**config.mk**
```make
export PLATFORM = sky130hd
export DESIGN_NAME = asr_top
export DESIGN_NICKNAME = d
export VERILOG_FILES = /design/src/inc/asr_pkg.sv /design/src/hw/asr_top.sv
export VERILOG_INCLUDE_DIRS = /design/src /design/src/inc
export SDC_FILE = /design/constraint.sdc
export NUM_CORES = 1
export LEC_CHECK = 0
export BUFFER_PORTS_ARGS = -buffer_cell sky130_fd_sc_hd__buf_2
export CORE_MARGIN = 2
export CORE_UTILIZATION = 55
export CTS_CLUSTER_DIAMETER = 30
export CTS_CLUSTER_SIZE = 40
export DETAILED_ROUTE_END_ITERATION = 8
export PLACE_DENSITY = 0.76
export SETUP_SLACK_MARGIN = 0.15
export SLEW_MARGIN = 10
export SYNTH_ARGS = -nofsm -noshare
export SYNTH_HDL_FRONTEND = slang
export SYNTH_SLANG_ARGS = --single-unit
```
**constraint.sdc**
```tcl
create_clock -name pclk -period 4.8 [get_ports pclk]
set_clock_uncertainty 0.15 [all_clocks]
set_input_delay 0.72 -clock pclk [delete_from_list [all_inputs] [get_ports pclk]]
set_output_delay 0.72 -clock pclk [all_outputs]
set_load 0.01 [all_outputs]
```
**src/inc/asr_regs.svh**
```systemverilog
`ifndef ASR_REGS_SVH
`define ASR_REGS_SVH
// register byte offsets
`define ASR_OFF_STATUS  5'h00
`define ASR_OFF_DATA    5'h04
`define ASR_OFF_RATE    5'h08
`define ASR_OFF_CTRL_A  5'h0c
`define ASR_OFF_CTRL_B  5'h10
`define ASR_OFF_RXFINE  5'h14
`define ASR_OFF_TXFINE  5'h18
// reset values
`define ASR_STATUS_RST  8'hc0
`define ASR_BYTE_RST    8'h00
// uart_ctrl_a fields
`define ASR_A_R9        7
`define ASR_A_T9        6
`define ASR_A_NINE      4
`define ASR_A_WAKE      3
// uart_ctrl_b fields
`define ASR_B_TIE       7
`define ASR_B_TX_DONE_IRQ_ON      6
`define ASR_B_RIE       5
`define ASR_B_IDLE_IRQ_ON      4
`define ASR_B_TE        3
`define ASR_B_RE        2
`define ASR_B_MUTE      1
`define ASR_B_SBK       0
// rate_select fields
`define ASR_R_PR_HI     7
`define ASR_R_PR_LO     6
`define ASR_R_TX_HI     5
`define ASR_R_TX_LO     3
`define ASR_R_RX_HI     2
`define ASR_R_RX_LO     0
// base divider factors doubled (32x bit = 16 samples x 2)
`define ASR_PR1_X2      12'h002
`define ASR_PR3_X2      12'h006
`define ASR_PR4_X2      12'h008
`define ASR_PR13_X2     12'h01a
// oversampling timing
`define ASR_SUB_LAST    4'hf
`define ASR_SUB_S0      4'h7
`define ASR_SUB_S1      4'h8
`define ASR_SUB_S2      4'h9
`define ASR_LAST_BIT8   4'h9
`define ASR_LAST_BIT9   4'ha
`define ASR_IDLE_LIM8   8'ha0
`define ASR_IDLE_LIM9   8'hb0
`endif

```
**src/inc/asr_pkg.sv**
```systemverilog
package asr_pkg;
    // transmitter states
    typedef enum logic [1:0] {TX_IDLE = 2'b01, TX_SEND = 2'b10} asr_tx_e;
    // receiver states
    typedef enum logic [1:0] {RX_HUNT = 2'b01, RX_RECV = 2'b10} asr_rx_e;
endpackage

```
**src/hw/asr_top.sv**
```systemverilog
// Our own choices: the APB interface to the registers and the register addresses.
`timescale 1ns/100ps
`default_nettype none
`include "asr_regs.svh"
// Contract
// - empty flag sets on load, clears by sequence
// - no load while empty flag set
// - done flag sets at frame end
// - full flag on receive, clears off or sequence
// - idle flag once per full, not on wake
// - overrun keeps holding, shift overwritten
// - noise flag with full, no own interrupt
// - framing flag, clears by sequence or off
// - framing plus overrun sets only overrun
// - eight or nine data bits, ninth bits
// - wake method idle or address mark
// - transmit interrupt enables gate flags
// - receive and idle interrupt enables
// - tx_on enables transmitter, owns pin
// - tx_on toggle sends preamble after word
// - rx_on clear resets receive flags
// - mute set by software, cleared on wake
// - break while set, one after clear
// - data read holding, write tx holding
// - base code decodes to 1,3,4,13
// - tx power-of-two unless fine nonzero
// - rx power-of-two unless fine nonzero
// - conventional rate clk/(32*base*divisor)
// - fine rate clk/(16*fine)
// - address mark clears mute, sets full
module asr_top
    import asr_pkg::*;
#(
    parameter int DIV_W = 12
)(
    // clock and reset
    input  wire logic        pclk,
    input  wire logic        presetn,
    // apb slave
    input  wire logic        psel,
    input  wire logic        penable,
    input  wire logic        pwrite,
    input  wire logic [4:0]  paddr,
    input  wire logic [31:0] pwdata,
    output logic      [31:0] prdata,
    output logic             pready,
    output logic             pslverr,
    // serial pins
    input  wire logic        rx_in,
    output logic             tx_out,
    output logic             tx_serial_sel,
    // interrupt request
    output logic             irq
);

////////////////////////////////////////////////////////////////////////////////
// elaboration check: largest conventional divide is 26<<7
generate
    if (DIV_W < 12)
    begin : g_chk
        $error("asr_top: DIV_W must be at least 12");
    end
endgenerate

////////////////////////////////////////////////////////////////////////////////
// state declarations
logic [7:0]       ctrl_b_r;      // enables, mute, break
logic             nine_r;        // nine data bits
logic             wake_r;        // wake method
logic             t9_r;          // ninth transmit bit
logic             r9_r;          // ninth received bit
logic [7:0]       rate_r;        // rate_select
logic [7:0]       rx_fine_r;     // fine rx divisor
logic [7:0]       tx_fine_r;     // fine tx divisor
logic [7:0]       tx_hold_r;     // tx_holding
logic [7:0]       rx_hold_r;     // rx_holding
logic             tx_empty_r;    // tx_empty_flag
logic             tx_done_r;     // tx_done_flag
logic             rx_full_r;     // rx_full_flag
logic             idle_r;        // idle-line flag
logic             ovr_r;         // overrun_flag
logic             noise_r;       // noise_flag
logic             fe_r;          // framing_error_flag
logic             sr_seen_r;     // status accessed, awaiting data access
logic             off_seen_r;    // tx_on cleared mid-frame
logic             pre_pend_r;    // preamble owed
logic             brk_pend_r;    // one break owed
logic             brk_sent_r;    // break started since set
logic             idle_arm_r;    // idle may set again
logic [DIV_W-1:0] tx_cnt_r;      // tx sample divider
logic [DIV_W-1:0] rx_cnt_r;      // rx sample divider
logic             tx_tick_r;     // tx sample tick
logic             rx_tick_r;     // rx sample tick
asr_tx_e          tx_st_r;       // transmitter state
logic [10:0]      tx_sh_r;       // tx frame shifter
logic [3:0]       tx_sub_r;      // tx sample in bit
logic [3:0]       tx_bit_r;      // tx bit index
asr_rx_e          rx_st_r;       // receiver state
logic [8:0]       rx_sh_r;       // rx shift register
logic [3:0]       rx_sub_r;      // rx sample in bit
logic [3:0]       rx_bit_r;      // rx bit index
logic [2:0]       rx_smp_r;      // three mid-bit samples
logic             rx_nz_r;       // noise seen this frame
logic [7:0]       idle_cnt_r;    // high-line sample count
logic [31:0]      prdata_r;
logic             pready_r;
logic             pslverr_r;
logic             tx_out_r;
logic             tx_sel_r;
logic             irq_r;

////////////////////////////////////////////////////////////////////////////////
// apb decode
logic        setup;             // setup phase
logic        acc;               // completing access
logic        hit;               // mapped address
logic [7:0]  rd_mux;            // read data
logic        wr_data;
logic        rd_data;
logic        wr_ctrl_b;
logic        seq_wr;            // status then data write
logic        seq_rd;            // status then data read
assign setup     = psel && !penable;
assign acc       = psel && penable && pready_r;
assign wr_data   = acc && pwrite && (paddr == `ASR_OFF_DATA);
assign rd_data   = acc && !pwrite && (paddr == `ASR_OFF_DATA);
assign wr_ctrl_b = acc && pwrite && (paddr == `ASR_OFF_CTRL_B);
assign seq_wr    = wr_data && sr_seen_r;
assign seq_rd    = rd_data && sr_seen_r;

// read mux, reserved bits read zero
always_comb
begin
    hit    = 1'b1;
    rd_mux = `ASR_BYTE_RST;
    case (paddr)
        `ASR_OFF_STATUS: rd_mux = {tx_empty_r, tx_done_r, rx_full_r, idle_r, ovr_r, noise_r, fe_r, 1'b0};
        `ASR_OFF_DATA:   rd_mux = rx_hold_r;
        `ASR_OFF_RATE:   rd_mux = rate_r;
        `ASR_OFF_CTRL_A: rd_mux = {r9_r, t9_r, 1'b0, nine_r, wake_r, 3'h0};
        `ASR_OFF_CTRL_B: rd_mux = ctrl_b_r;
        `ASR_OFF_RXFINE: rd_mux = rx_fine_r;
        `ASR_OFF_TXFINE: rd_mux = tx_fine_r;
        default:         hit = 1'b0; // unmapped: error, zero data
    endcase
end

// apb answer one cycle after setup
always_ff @(posedge pclk or negedge presetn)
begin
    if (!presetn)
    begin
        pready_r  <= 1'b0;
        prdata_r  <= 32'h0000_0000;
        pslverr_r <= 1'b0;
    end
    else
    begin
        pready_r <= setup;
        if (setup)
        begin
            prdata_r  <= {24'h00_0000, rd_mux};
            pslverr_r <= !hit;
        end
    end
end

// clear sequence tracker: any status access arms it
always_ff @(posedge pclk or negedge presetn)
begin
    if (!presetn)
        sr_seen_r <= 1'b0;
    else if (acc && paddr == `ASR_OFF_STATUS)
        sr_seen_r <= 1'b1;
    else if (wr_data || rd_data)
        sr_seen_r <= 1'b0;
end

////////////////////////////////////////////////////////////////////////////////
// configuration registers
logic mute_wake;               // hardware wake-up clears mute
always_ff @(posedge pclk or negedge presetn)
begin
    if (!presetn)
    begin
        ctrl_b_r  <= `ASR_BYTE_RST;
        rate_r    <= `ASR_BYTE_RST;
        rx_fine_r <= `ASR_BYTE_RST;
        tx_fine_r <= `ASR_BYTE_RST;
        nine_r    <= 1'b0;
        wake_r    <= 1'b0;
        t9_r      <= 1'b0;
    end
    else
    begin
        if (acc && pwrite && paddr == `ASR_OFF_RATE)
            rate_r <= pwdata[7:0];
        if (acc && pwrite && paddr == `ASR_OFF_RXFINE)
            rx_fine_r <= pwdata[7:0];
        if (acc && pwrite && paddr == `ASR_OFF_TXFINE)
            tx_fine_r <= pwdata[7:0];
        if (acc && pwrite && paddr == `ASR_OFF_CTRL_A)
        begin
            nine_r <= pwdata[`ASR_A_NINE];
            wake_r <= pwdata[`ASR_A_WAKE];
            t9_r   <= pwdata[`ASR_A_T9];
        end
        // software write is newer than a wake in the same cycle
        if (wr_ctrl_b)
            ctrl_b_r <= pwdata[7:0];
        else if (mute_wake)
            ctrl_b_r[`ASR_B_MUTE] <= 1'b0;
    end
end

////////////////////////////////////////////////////////////////////////////////
// rate generators: one tick per sample, sixteen samples per bit
function automatic logic [DIV_W-1:0] div_of(input logic [1:0] pc, input logic [2:0] n, input logic [7:0] fine);
    logic [11:0] px2;
    px2 = `ASR_PR1_X2;
    case (pc)
        2'h0:    px2 = `ASR_PR1_X2;
        2'h1:    px2 = `ASR_PR3_X2;
        2'h2:    px2 = `ASR_PR4_X2;
        default: px2 = `ASR_PR13_X2;
    endcase
    // fine value replaces the whole divider, base factor and power of two
    if (fine != 8'h00)
        div_of = DIV_W'(fine);
    else
        div_of = DIV_W'(px2 << n);
endfunction

logic [DIV_W-1:0] tx_div;
logic [DIV_W-1:0] rx_div;
assign tx_div = div_of(rate_r[`ASR_R_PR_HI:`ASR_R_PR_LO], rate_r[`ASR_R_TX_HI:`ASR_R_TX_LO], tx_fine_r);
assign rx_div = div_of(rate_r[`ASR_R_PR_HI:`ASR_R_PR_LO], rate_r[`ASR_R_RX_HI:`ASR_R_RX_LO], rx_fine_r);

// independent dividers; >= guards a divisor lowered mid-count
always_ff @(posedge pclk or negedge presetn)
begin
    if (!presetn)
    begin
        tx_cnt_r  <= '0;
        rx_cnt_r  <= '0;
        tx_tick_r <= 1'b0;
        rx_tick_r <= 1'b0;
    end
    else
    begin
        tx_tick_r <= (tx_cnt_r >= tx_div - DIV_W'(1));
        rx_tick_r <= (rx_cnt_r >= rx_div - DIV_W'(1));
        tx_cnt_r  <= (tx_cnt_r >= tx_div - DIV_W'(1)) ? '0 : tx_cnt_r + DIV_W'(1);
        rx_cnt_r  <= (rx_cnt_r >= rx_div - DIV_W'(1)) ? '0 : rx_cnt_r + DIV_W'(1);
    end
end

////////////////////////////////////////////////////////////////////////////////
// transmitter
logic       tx_on;
logic       break_send;
logic       tx_idle;
logic       ld_brk;            // start break frame
logic       ld_pre;            // start preamble frame
logic       ld_dat;            // move holding into shifter
logic       tx_fin;            // frame finished
logic [3:0] tx_last;
assign tx_on   = ctrl_b_r[`ASR_B_TE];
assign break_send     = ctrl_b_r[`ASR_B_SBK];
assign tx_idle = (tx_st_r == TX_IDLE);
assign tx_last = nine_r ? `ASR_LAST_BIT9 : `ASR_LAST_BIT8;
assign ld_brk  = tx_idle && tx_on && (break_send || brk_pend_r);
assign ld_pre  = tx_idle && tx_on && !ld_brk && pre_pend_r;
assign ld_dat  = tx_idle && tx_on && !ld_brk && !ld_pre && !tx_empty_r;
assign tx_fin  = !tx_idle && tx_tick_r && tx_sub_r == `ASR_SUB_LAST && tx_bit_r == tx_last;

// frame shifter; line idles high
always_ff @(posedge pclk or negedge presetn)
begin
    if (!presetn)
    begin
        tx_st_r  <= TX_IDLE;
        tx_sh_r  <= 11'h7ff;
        tx_sub_r <= 4'h0;
        tx_bit_r <= 4'h0;
        tx_out_r <= 1'b1;
    end
    else if (ld_brk || ld_pre || ld_dat)
    begin
        tx_st_r  <= TX_SEND;
        tx_sub_r <= 4'h0;
        tx_bit_r <= 4'h0;
        // break: all zeros; preamble: all ones
        if (ld_brk)
            tx_sh_r <= 11'h000;
        else if (ld_pre)
            tx_sh_r <= 11'h7ff;
        else
            tx_sh_r <= {1'b1, nine_r ? t9_r : 1'b1, tx_hold_r, 1'b0};
        tx_out_r <= ld_pre;
    end
    else if (!tx_idle && tx_tick_r)
    begin
        tx_sub_r <= tx_sub_r + 4'h1;
        if (tx_sub_r == `ASR_SUB_LAST)
        begin
            if (tx_fin)
            begin
                tx_st_r  <= TX_IDLE;
                tx_out_r <= 1'b1;
            end
            else
            begin
                tx_sh_r  <= {1'b1, tx_sh_r[10:1]};
                tx_out_r <= tx_sh_r[1];
                tx_bit_r <= tx_bit_r + 4'h1;
            end
        end
    end
end

// transmit flags, set wins over clear
always_ff @(posedge pclk or negedge presetn)
begin
    if (!presetn)
    begin
        tx_empty_r <= 1'b1;
        tx_done_r  <= 1'b1;
        tx_hold_r  <= `ASR_BYTE_RST;
    end
    else
    begin
        if (wr_data)
            tx_hold_r <= pwdata[7:0];
        if (ld_dat)
            tx_empty_r <= 1'b1;
        else if (seq_wr)
            tx_empty_r <= 1'b0;
        if (tx_fin)
            tx_done_r <= 1'b1;
        else if (seq_wr)
            tx_done_r <= 1'b0;
    end
end

// preamble and break bookkeeping
always_ff @(posedge pclk or negedge presetn)
begin
    if (!presetn)
    begin
        off_seen_r <= 1'b0;
        pre_pend_r <= 1'b0;
        brk_pend_r <= 1'b0;
        brk_sent_r <= 1'b0;
    end
    else
    begin
        // tx_on 0 then 1 while a frame runs owes a preamble
        if (wr_ctrl_b && !pwdata[`ASR_B_TE] && !tx_idle)
            off_seen_r <= 1'b1;
        else if ((wr_ctrl_b && pwdata[`ASR_B_TE]) || tx_fin)
            off_seen_r <= 1'b0;
        if (wr_ctrl_b && pwdata[`ASR_B_TE] && off_seen_r)
            pre_pend_r <= 1'b1;
        else if (ld_pre)
            pre_pend_r <= 1'b0;
        // set then cleared before any break went out owes one
        if (wr_ctrl_b && break_send && !pwdata[`ASR_B_SBK] && !brk_sent_r)
            brk_pend_r <= 1'b1;
        else if (ld_brk)
            brk_pend_r <= 1'b0;
        if (ld_brk)
            brk_sent_r <= 1'b1;
        else if (wr_ctrl_b && !break_send && pwdata[`ASR_B_SBK])
            brk_sent_r <= 1'b0;
    end
end

////////////////////////////////////////////////////////////////////////////////
// receiver
logic       rx_on;
logic       muted;
logic       maj;               // majority of three samples
logic       rx_end;            // stop bit evaluated
logic       rx_take;           // word reaches the flags
logic       idle_ev;           // idle frame seen
logic [3:0] rx_last;
logic [7:0] idle_lim;
assign rx_on    = ctrl_b_r[`ASR_B_RE];
assign muted    = ctrl_b_r[`ASR_B_MUTE];
assign rx_last  = nine_r ? `ASR_LAST_BIT9 : `ASR_LAST_BIT8;
assign idle_lim = nine_r ? `ASR_IDLE_LIM9 : `ASR_IDLE_LIM8;
assign maj      = (rx_smp_r[0] & rx_smp_r[1]) | (rx_smp_r[0] & rx_smp_r[2]) | (rx_smp_r[1] & rx_smp_r[2]);
assign rx_end   = rx_st_r == RX_RECV && rx_tick_r && rx_sub_r == `ASR_SUB_LAST && rx_bit_r == rx_last;
// address mark: msb of the word sits in rx_sh_r[8] for both lengths
// gated by rx_on so a frame ending as the receiver is switched off sets nothing
assign rx_take  = rx_on && rx_end && (!muted || (wake_r && rx_sh_r[8]));
assign idle_ev  = rx_on && rx_st_r == RX_HUNT && rx_tick_r && rx_in && idle_cnt_r == idle_lim - 8'h01;
assign mute_wake = muted && ((rx_end && wake_r && rx_sh_r[8]) || (idle_ev && !wake_r));

// start hunt, mid-bit sampling, shift lsb first
always_ff @(posedge pclk or negedge presetn)
begin
    if (!presetn)
    begin
        rx_st_r  <= RX_HUNT;
        rx_sh_r  <= 9'h000;
        rx_sub_r <= 4'h0;
        rx_bit_r <= 4'h0;
        rx_smp_r <= 3'h7;
        rx_nz_r  <= 1'b0;
    end
    else if (!rx_on)
        rx_st_r <= RX_HUNT;
    else if (rx_tick_r)
    begin
        if (rx_st_r == RX_HUNT)
        begin
            if (!rx_in)
            begin
                rx_st_r  <= RX_RECV;
                rx_sub_r <= 4'h0;
                rx_bit_r <= 4'h0;
                rx_nz_r  <= 1'b0;
            end
        end
        else
        begin
            rx_sub_r <= rx_sub_r + 4'h1;
            if (rx_sub_r == `ASR_SUB_S0)
                rx_smp_r[0] <= rx_in;
            if (rx_sub_r == `ASR_SUB_S1)
                rx_smp_r[1] <= rx_in;
            if (rx_sub_r == `ASR_SUB_S2)
                rx_smp_r[2] <= rx_in;
            if (rx_sub_r == `ASR_SUB_LAST)
            begin
                // disagreeing samples mark noise
                if (rx_smp_r != 3'h0 && rx_smp_r != 3'h7)
                    rx_nz_r <= 1'b1;
                rx_bit_r <= rx_bit_r + 4'h1;
                if (rx_bit_r == 4'h0 && maj)
                    rx_st_r <= RX_HUNT; // false start
                else if (rx_end)
                    rx_st_r <= RX_HUNT;
                else if (rx_bit_r != 4'h0)
                    rx_sh_r <= {maj, rx_sh_r[8:1]};
            end
        end
    end
end

// idle counter saturates so one idle stretch fires once
always_ff @(posedge pclk or negedge presetn)
begin
    if (!presetn)
        idle_cnt_r <= 8'h00;
    else if (!rx_on || rx_st_r != RX_HUNT || !rx_in)
        idle_cnt_r <= 8'h00;
    else if (rx_tick_r && idle_cnt_r != idle_lim)
        idle_cnt_r <= idle_cnt_r + 8'h01;
end

// receive flags: rx_on low clears, set beats sequence clear
always_ff @(posedge pclk or negedge presetn)
begin
    if (!presetn)
    begin
        rx_full_r  <= 1'b0;
        idle_r     <= 1'b0;
        ovr_r      <= 1'b0;
        noise_r    <= 1'b0;
        fe_r       <= 1'b0;
        rx_hold_r  <= `ASR_BYTE_RST;
        r9_r       <= 1'b0;
        idle_arm_r <= 1'b1;
    end
    else if (!rx_on)
    begin
        rx_full_r <= 1'b0;
        idle_r    <= 1'b0;
        ovr_r     <= 1'b0;
        noise_r   <= 1'b0;
        fe_r      <= 1'b0;
    end
    else
    begin
        if (seq_rd)
        begin
            rx_full_r <= 1'b0;
            idle_r    <= 1'b0;
            ovr_r     <= 1'b0;
            noise_r   <= 1'b0;
            fe_r      <= 1'b0;
        end
        if (rx_take && rx_full_r)
            ovr_r <= 1'b1; // holding kept, only overrun
        else if (rx_take)
        begin
            rx_full_r  <= 1'b1;
            idle_arm_r <= 1'b1;
            rx_hold_r  <= nine_r ? rx_sh_r[7:0] : rx_sh_r[8:1];
            r9_r       <= nine_r & rx_sh_r[8];
            noise_r    <= rx_nz_r;
            fe_r       <= !maj;
        end
        // idle that wakes from mute sets nothing
        if (idle_ev && !muted && idle_arm_r)
        begin
            idle_r     <= 1'b1;
            idle_arm_r <= 1'b0;
        end
    end
end

////////////////////////////////////////////////////////////////////////////////
// outputs: pin handover, interrupt level
logic irq_nxt;
always_comb
begin
    irq_nxt = (ctrl_b_r[`ASR_B_TIE] && tx_empty_r) || (ctrl_b_r[`ASR_B_TX_DONE_IRQ_ON] && tx_done_r)
           || (ctrl_b_r[`ASR_B_RIE] && (ovr_r || rx_full_r))
           || (ctrl_b_r[`ASR_B_IDLE_IRQ_ON] && idle_r);
end

always_ff @(posedge pclk or negedge presetn)
begin
    if (!presetn)
    begin
        irq_r    <= 1'b0;
        tx_sel_r <= 1'b0;
    end
    else
    begin
        irq_r    <= irq_nxt;
        tx_sel_r <= tx_on;
    end
end

assign prdata        = prdata_r;
assign pready        = pready_r;
assign pslverr       = pslverr_r;
assign tx_out        = tx_out_r;
assign tx_serial_sel = tx_sel_r;
assign irq           = irq_r;
endmodule
`default_nettype wire

```
* After elaboration in Yosys (flattened, before gate mapping)
Cells that the tools add are included.
Widths: inputs -> output; s select.
** Operators by class
- Add/sub/neg operators :: 10
- Magnitude comparators :: 2
- Equality and inequality tests :: 31
- Shift-type cells :: 2
- Muxes and demuxes :: 83
- Bitwise operators :: 10
- Reduce and logical (&&, ||, !) cells :: 122
** Operators by type and width (count)
- $logic_and 1x1->1 :: 57
- $pmux 8 s7 :: 1
- $mux 11 :: 5
- $mux 12 :: 4
- $mux 1 :: 45
- $mux 4 :: 10
- $reduce_bool 2->1 :: 15
- $add 12x1->12 const B :: 2
- $ge 12x12->1 :: 2
- $mux 2 :: 12
- $mux 8 :: 3
- $shl 12x3->12 :: 2
- $sub 12x1->12 const B :: 2
- $reduce_and 4->1 :: 5
- $add 4x1->4 const B :: 4
- $eq 4x4->1 const B :: 4
- $logic_not 1->1 :: 16
- $reduce_bool 8->1 :: 2
- $eq 5x5->1 const B :: 3
- $pmux 5 s3 :: 1
- $reduce_and 3->1 :: 5
- $logic_or 1x1->1 :: 13
- $eq 5x4->1 const B :: 2
- $mux 10 :: 1
- 27 further kinds :: 44
** Word-level totals
- Flip-flop bits (word level) :: 156
- Input port bits :: 43
- Word-level logic and storage cells :: 307

* Depth between registers and ports, before layout
- Depth after elaboration :: 12
- Depth in mapped cells :: 19
- Gate-level depth less buffers :: 17

* Worst setup path before layout
No wires, ideal clock.
- Path type :: reg-to-reg
- Start point :: register rx_fine_r[4]
- End point :: register rx_cnt_r[0]
- Library setup time :: 0.137 ns
- Arrival :: 3.554 ns
- Data required time :: 4.513 ns
- Slack :: 0.959 ns
- Cell stages (with the launch flop) :: 18
- Path buffers :: 2
- Period minus slack after synthesis :: 3.841 ns
- Cell sequence :: dfrtp_1 or4_1 buf_2 or2_1 nor3_2 a21oi_1 ha_1 nor4b_1 o31ai_2 o41ai_2 nand2b_1 a21oi_1 ha_1 nand4_1 o31a_1 o21ai_0 clkbuf_1 a21oi_1
** On the way
- Cells in the longest elaborated chain, start to end :: 5
** Ends and longest elaborated chain
- start, declared :: RTL line asr_top.sv:73 : logic [7:0] rx_fine_r;
- start signal, assigned :: RTL line asr_top.sv:188 : rx_fine_r <= `ASR_BYTE_RST;
- start signal, assigned :: RTL line asr_top.sv:199 : rx_fine_r <= pwdata[7:0];
- $reduce_bool 8->1 :: RTL line asr_top.sv:228 : if (fine != 8'h00)
- $mux 12 * :: RTL line asr_top.sv:228
- $sub 12x1->12 * :: RTL line asr_top.sv:254 : rx_cnt_r <= (rx_cnt_r >= rx_div - DIV_W'(1)) ? '0 : rx_cnt_r + DIV_W'(1);
- $ge 12x12->1 * :: RTL line asr_top.sv:254
- $mux 12 * :: RTL line asr_top.sv:254
- end signal, assigned :: RTL line asr_top.sv:254
- end, declared :: RTL line asr_top.sv:91 : logic [DIV_W-1:0] rx_cnt_r;
Mark *: on every way between the ends. The rest lies on a longest branch, timed or not.
A chain may end at the register's enable or synchronous reset.

* Worst setup path after layout
- Start point :: register rx_fine_r[4]
- End point :: register rx_tick_r
** On the way
- Cells in the longest elaborated chain, start to end :: 4
** Ends and longest elaborated chain
- $reduce_bool 8->1 :: RTL line asr_top.sv:228
- $mux 12 * :: RTL line asr_top.sv:228
- $sub 12x1->12 * :: RTL line asr_top.sv:252 : rx_tick_r <= (rx_cnt_r >= rx_div - DIV_W'(1));
- $ge 12x12->1 * :: RTL line asr_top.sv:252
- end signal, assigned :: RTL line asr_top.sv:252
- end, declared :: RTL line asr_top.sv:93 : logic rx_tick_r;
Marks and branches as above.

==> results.sh <==
export IMPL_synthArstFlopShare=1.00
export IMPL_syn_to_final_growth_pct=9.50
export IMPL_vias_per_cell=5.95
export IMPL_worst_pin_slew_ns=0.911
export IMPL_overflow=0
export IMPL_layout_commonest_cell="dfrtp_1"
export IMPL_mostFrequentLayoutCells="dfrtp_1, nand2_1, nor2_1"
export IMPL_synth_top_area_share=0.368
export IMPL_slew_viol_final=0
export IMPL_grt_pass1_vias=6856
export IMPL_core_um2=16500
export IMPL_cts_setup_buffers=0
export IMPL_start_util=0.560
export IMPL_clkSinkCount=155
export IMPL_critPathMostFrequentCell="a21oi_1"
export IMPL_placed_area_um2=9500
export IMPL_critPathMaxStageDelay_ns=0.67
export IMPL_fin_tns_setup_ns=0
export IMPL_drt_iter0_drc=572
export IMPL_ir_worst_vdd_uv=274
export IMPL_clock_path_buffers=2
export IMPL_die_area_um2=17900
export IMPL_cts_tree="done"
export IMPL_ant_nets=0
export IMPL_drive_gt1_frac=0.181
export IMPL_synth_area_leaders="dfrtp_1, mux2_2, dfstp_2"
export IMPL_start_kind="flop"
export IMPL_clkTransAtPathRegs_ns=0.06
export IMPL_ioPinCount=80
export IMPL_hold_class="input port to async pin"
export IMPL_grtUsageTotal=0.242
export IMPL_cts_hold_buf=0
export IMPL_setup_viol=0
export IMPL_grt_max_degree=87
export IMPL_synth_flop_cell="dfrtp_1"
export IMPL_ys_warn_count=0
export IMPL_clk_latency_ns=0.43
export IMPL_cts_root_buf="clkbuf_16"
export IMPL_gp_congestion=0.852
export IMPL_layout_nets=1041
export IMPL_hpwlAfterDp_mm=14.1
export IMPL_grt_pass1_wl_mm=34.4
export IMPL_wl_per_cell_um=17.4
export IMPL_synth_edf_count=0
export IMPL_max_slew_margin=0.377
export IMPL_leakage_uw=0.00452
export IMPL_syn_area_um2=9260
export IMPL_cts_buffers=17
export IMPL_vias=7111
export IMPL_r2r_start="rx_fine_r[4]$_DFFE_PN0P_"
export IMPL_ys_seq_elements=155
export IMPL_path_max_fanout=13
export IMPL_fin_crit_ns=4.03
export IMPL_cp_startpoint="rx_fine_r[4]$_DFFE_PN0P_"
export IMPL_power_density_nw_per_um2=368
export IMPL_synth_top_cell_by_area="dfrtp_1"
export IMPL_post_synth_num_cell_types=87
export IMPL_final_hold_violation_count=0
export IMPL_arrival_ns=4.20
export IMPL_cts_resized=0
export IMPL_path_cells="or4_1 > or2_1 > nor3_2 > a21oi_1 > ha_1 > nor4b_1 > o31ai_2 > o41ai_2 > nand2_1 > a21oi_1 > a21oi_1 > ha_1 > a21o_1 > a21oi_1 > o31a_1 > o21ai_0 > buf_4 > and2_1"
export IMPL_synth_cells=941
export IMPL_post_route_period_util=0.839
export IMPL_required_ns=4.97
export IMPL_status="complete, no violations"
export IMPL_crit_type="flop to flop"
export IMPL_routed_wl_mm=20.8
export IMPL_firstDrtPassIters=5
export IMPL_max_cap_violations=0
export IMPL_antenna_found_initial=1
export IMPL_portBuffers=31
export IMPL_rsz0062_at_grt="false"
export IMPL_drc=0
export IMPL_die_h_um=134
export IMPL_crit_path_top_delay_cell="or4_1"
export IMPL_design_area_um2=10100
export IMPL_end_kind="flop"
export IMPL_ys_seq_area_frac=0.422
export IMPL_h_tree_depth=4
export IMPL_syn_area_per_cell_um2=9.84
export IMPL_fmax_ghz=0.248
export IMPL_die_w_um=134
export IMPL_fp_row_count=47
[report_power, final]
part | leakage, µW | switching, µW | internal, µW
Clock | 0.000302 | 525 | 935
Sequential | 0.00204 | 118 | 1420
Combinational | 0.00218 | 414 | 315
[cell families after synthesis]
kind of cell / count (synthesis) / share of synthesized area
muxes: 88 / 0.114
adders and majority gates: 38 / 0.0511
other: 1 / 0.000405
buffers and inverters: 88 / 0.0493
AOI/OAI and AO/OA: 194 / 0.135
xor gates and xnor gates: 43 / 0.0407
DFF: 155 / 0.422
and+or+nand+nor: 334 / 0.188
[worst max-delay path, delay by kind of cell (launching register included)]
family                   cells  cell delay (ns)
AND/OR/NAND/NOR              6             1.52
buffers and inverters        1             0.19
flip-flops                   1             0.45
adder cells (fa/ha/maj)      2             0.53
AO/OA/AOI/OAI                9             1.07
[final timing paths]
path | endpoint | slack, ns | depth (start not counted)
worst max-delay path | rx_tick_r$_DFF_PN0_ | 0.77 | 18
worst min-delay path | tx_cnt_r[8]$_DFF_PN0_ | 0.12 | 1
worst max register to register | rx_tick_r$_DFF_PN0_ | 0.77 | 18
worst min register to register | tx_empty_r$_DFFE_PN1P_ | 0.31 | 1
max in group asynchronous | rx_smp_r[1]$_DFFE_PN1P_ | 3.48 | 2
min in group pclk | tx_empty_r$_DFFE_PN1P_ | 0.31 | 1
[layout make-up]
class                      count  area, µm²
antenna                        1       2.50
clock buffer                  24        462
clock inverter                 8        168
fill                        1412       6390
inverter                      25       93.8
multi-input combinational    721       4980
sequential                   155       3900
tap                          220        275
timing repair buffer          41        249
[registers in the layout (all words and copies together), names as in the netlist, 2 cells and up]
signal      cells
tx_sh_r        10
tx_st_r         2
tx_cnt_r       12
rx_fine_r       8
rate_r          8
rx_sh_r         9
idle_cnt_r      8
tx_bit_r        4
rx_hold_r       8
ctrl_b_r        8
rx_sub_r        4
rx_st_r         2
rx_bit_r        4
tx_sub_r        4
prdata          8
rx_cnt_r       12
tx_fine_r       8
tx_hold_r       8
rx_smp_r        3
[per-layer routing]
layer,vias up,share of wire,GRT usage
met4,0,0.018,0.0780
met2,181,0.49,0.399
met1,3518,0.45,0.323
li1,3376,-,-
met3,36,0.043,0.0457
met5,-,0,0
[synth_stat cells, types with 6 or more instances]
library cell  instances
dfstp_2              19
buf_4                26
mux2_2               58
nor3_1               16
and3b_1               6
or3_1                10
xor2_1               26
a211oi_1              6
a21oi_1              54
nor2b_1               7
xnor2_1              17
nor2_1               70
and3_1               13
dfrtp_1             136
nand4b_1              6
a21o_1               11
inv_1                25
a31oi_1              14
o21ai_0              48
nand2b_1             13
ha_1                 37
mux2i_1              18
nand4_1              11
nand3_1              41
buf_2                17
clkbuf_1             16
nand2_1              99
[through the flow]
step	total power (µW)	hold slack, ns	utilization	setup WS [ns]	instances
after floorplan	2080	0.247	-	0.959	964
after global placement	2250	0.304	0.575	0.890	1162
after detailed placement	2280	0.308	0.575	0.830	1162
after CTS	3750	0.147	0.613	0.795	1194
after global routing	3920	0.179	0.613	0.483	1194
final	3730	0.121	0.613	0.773	1195
(Power assumes the default switching activity.)
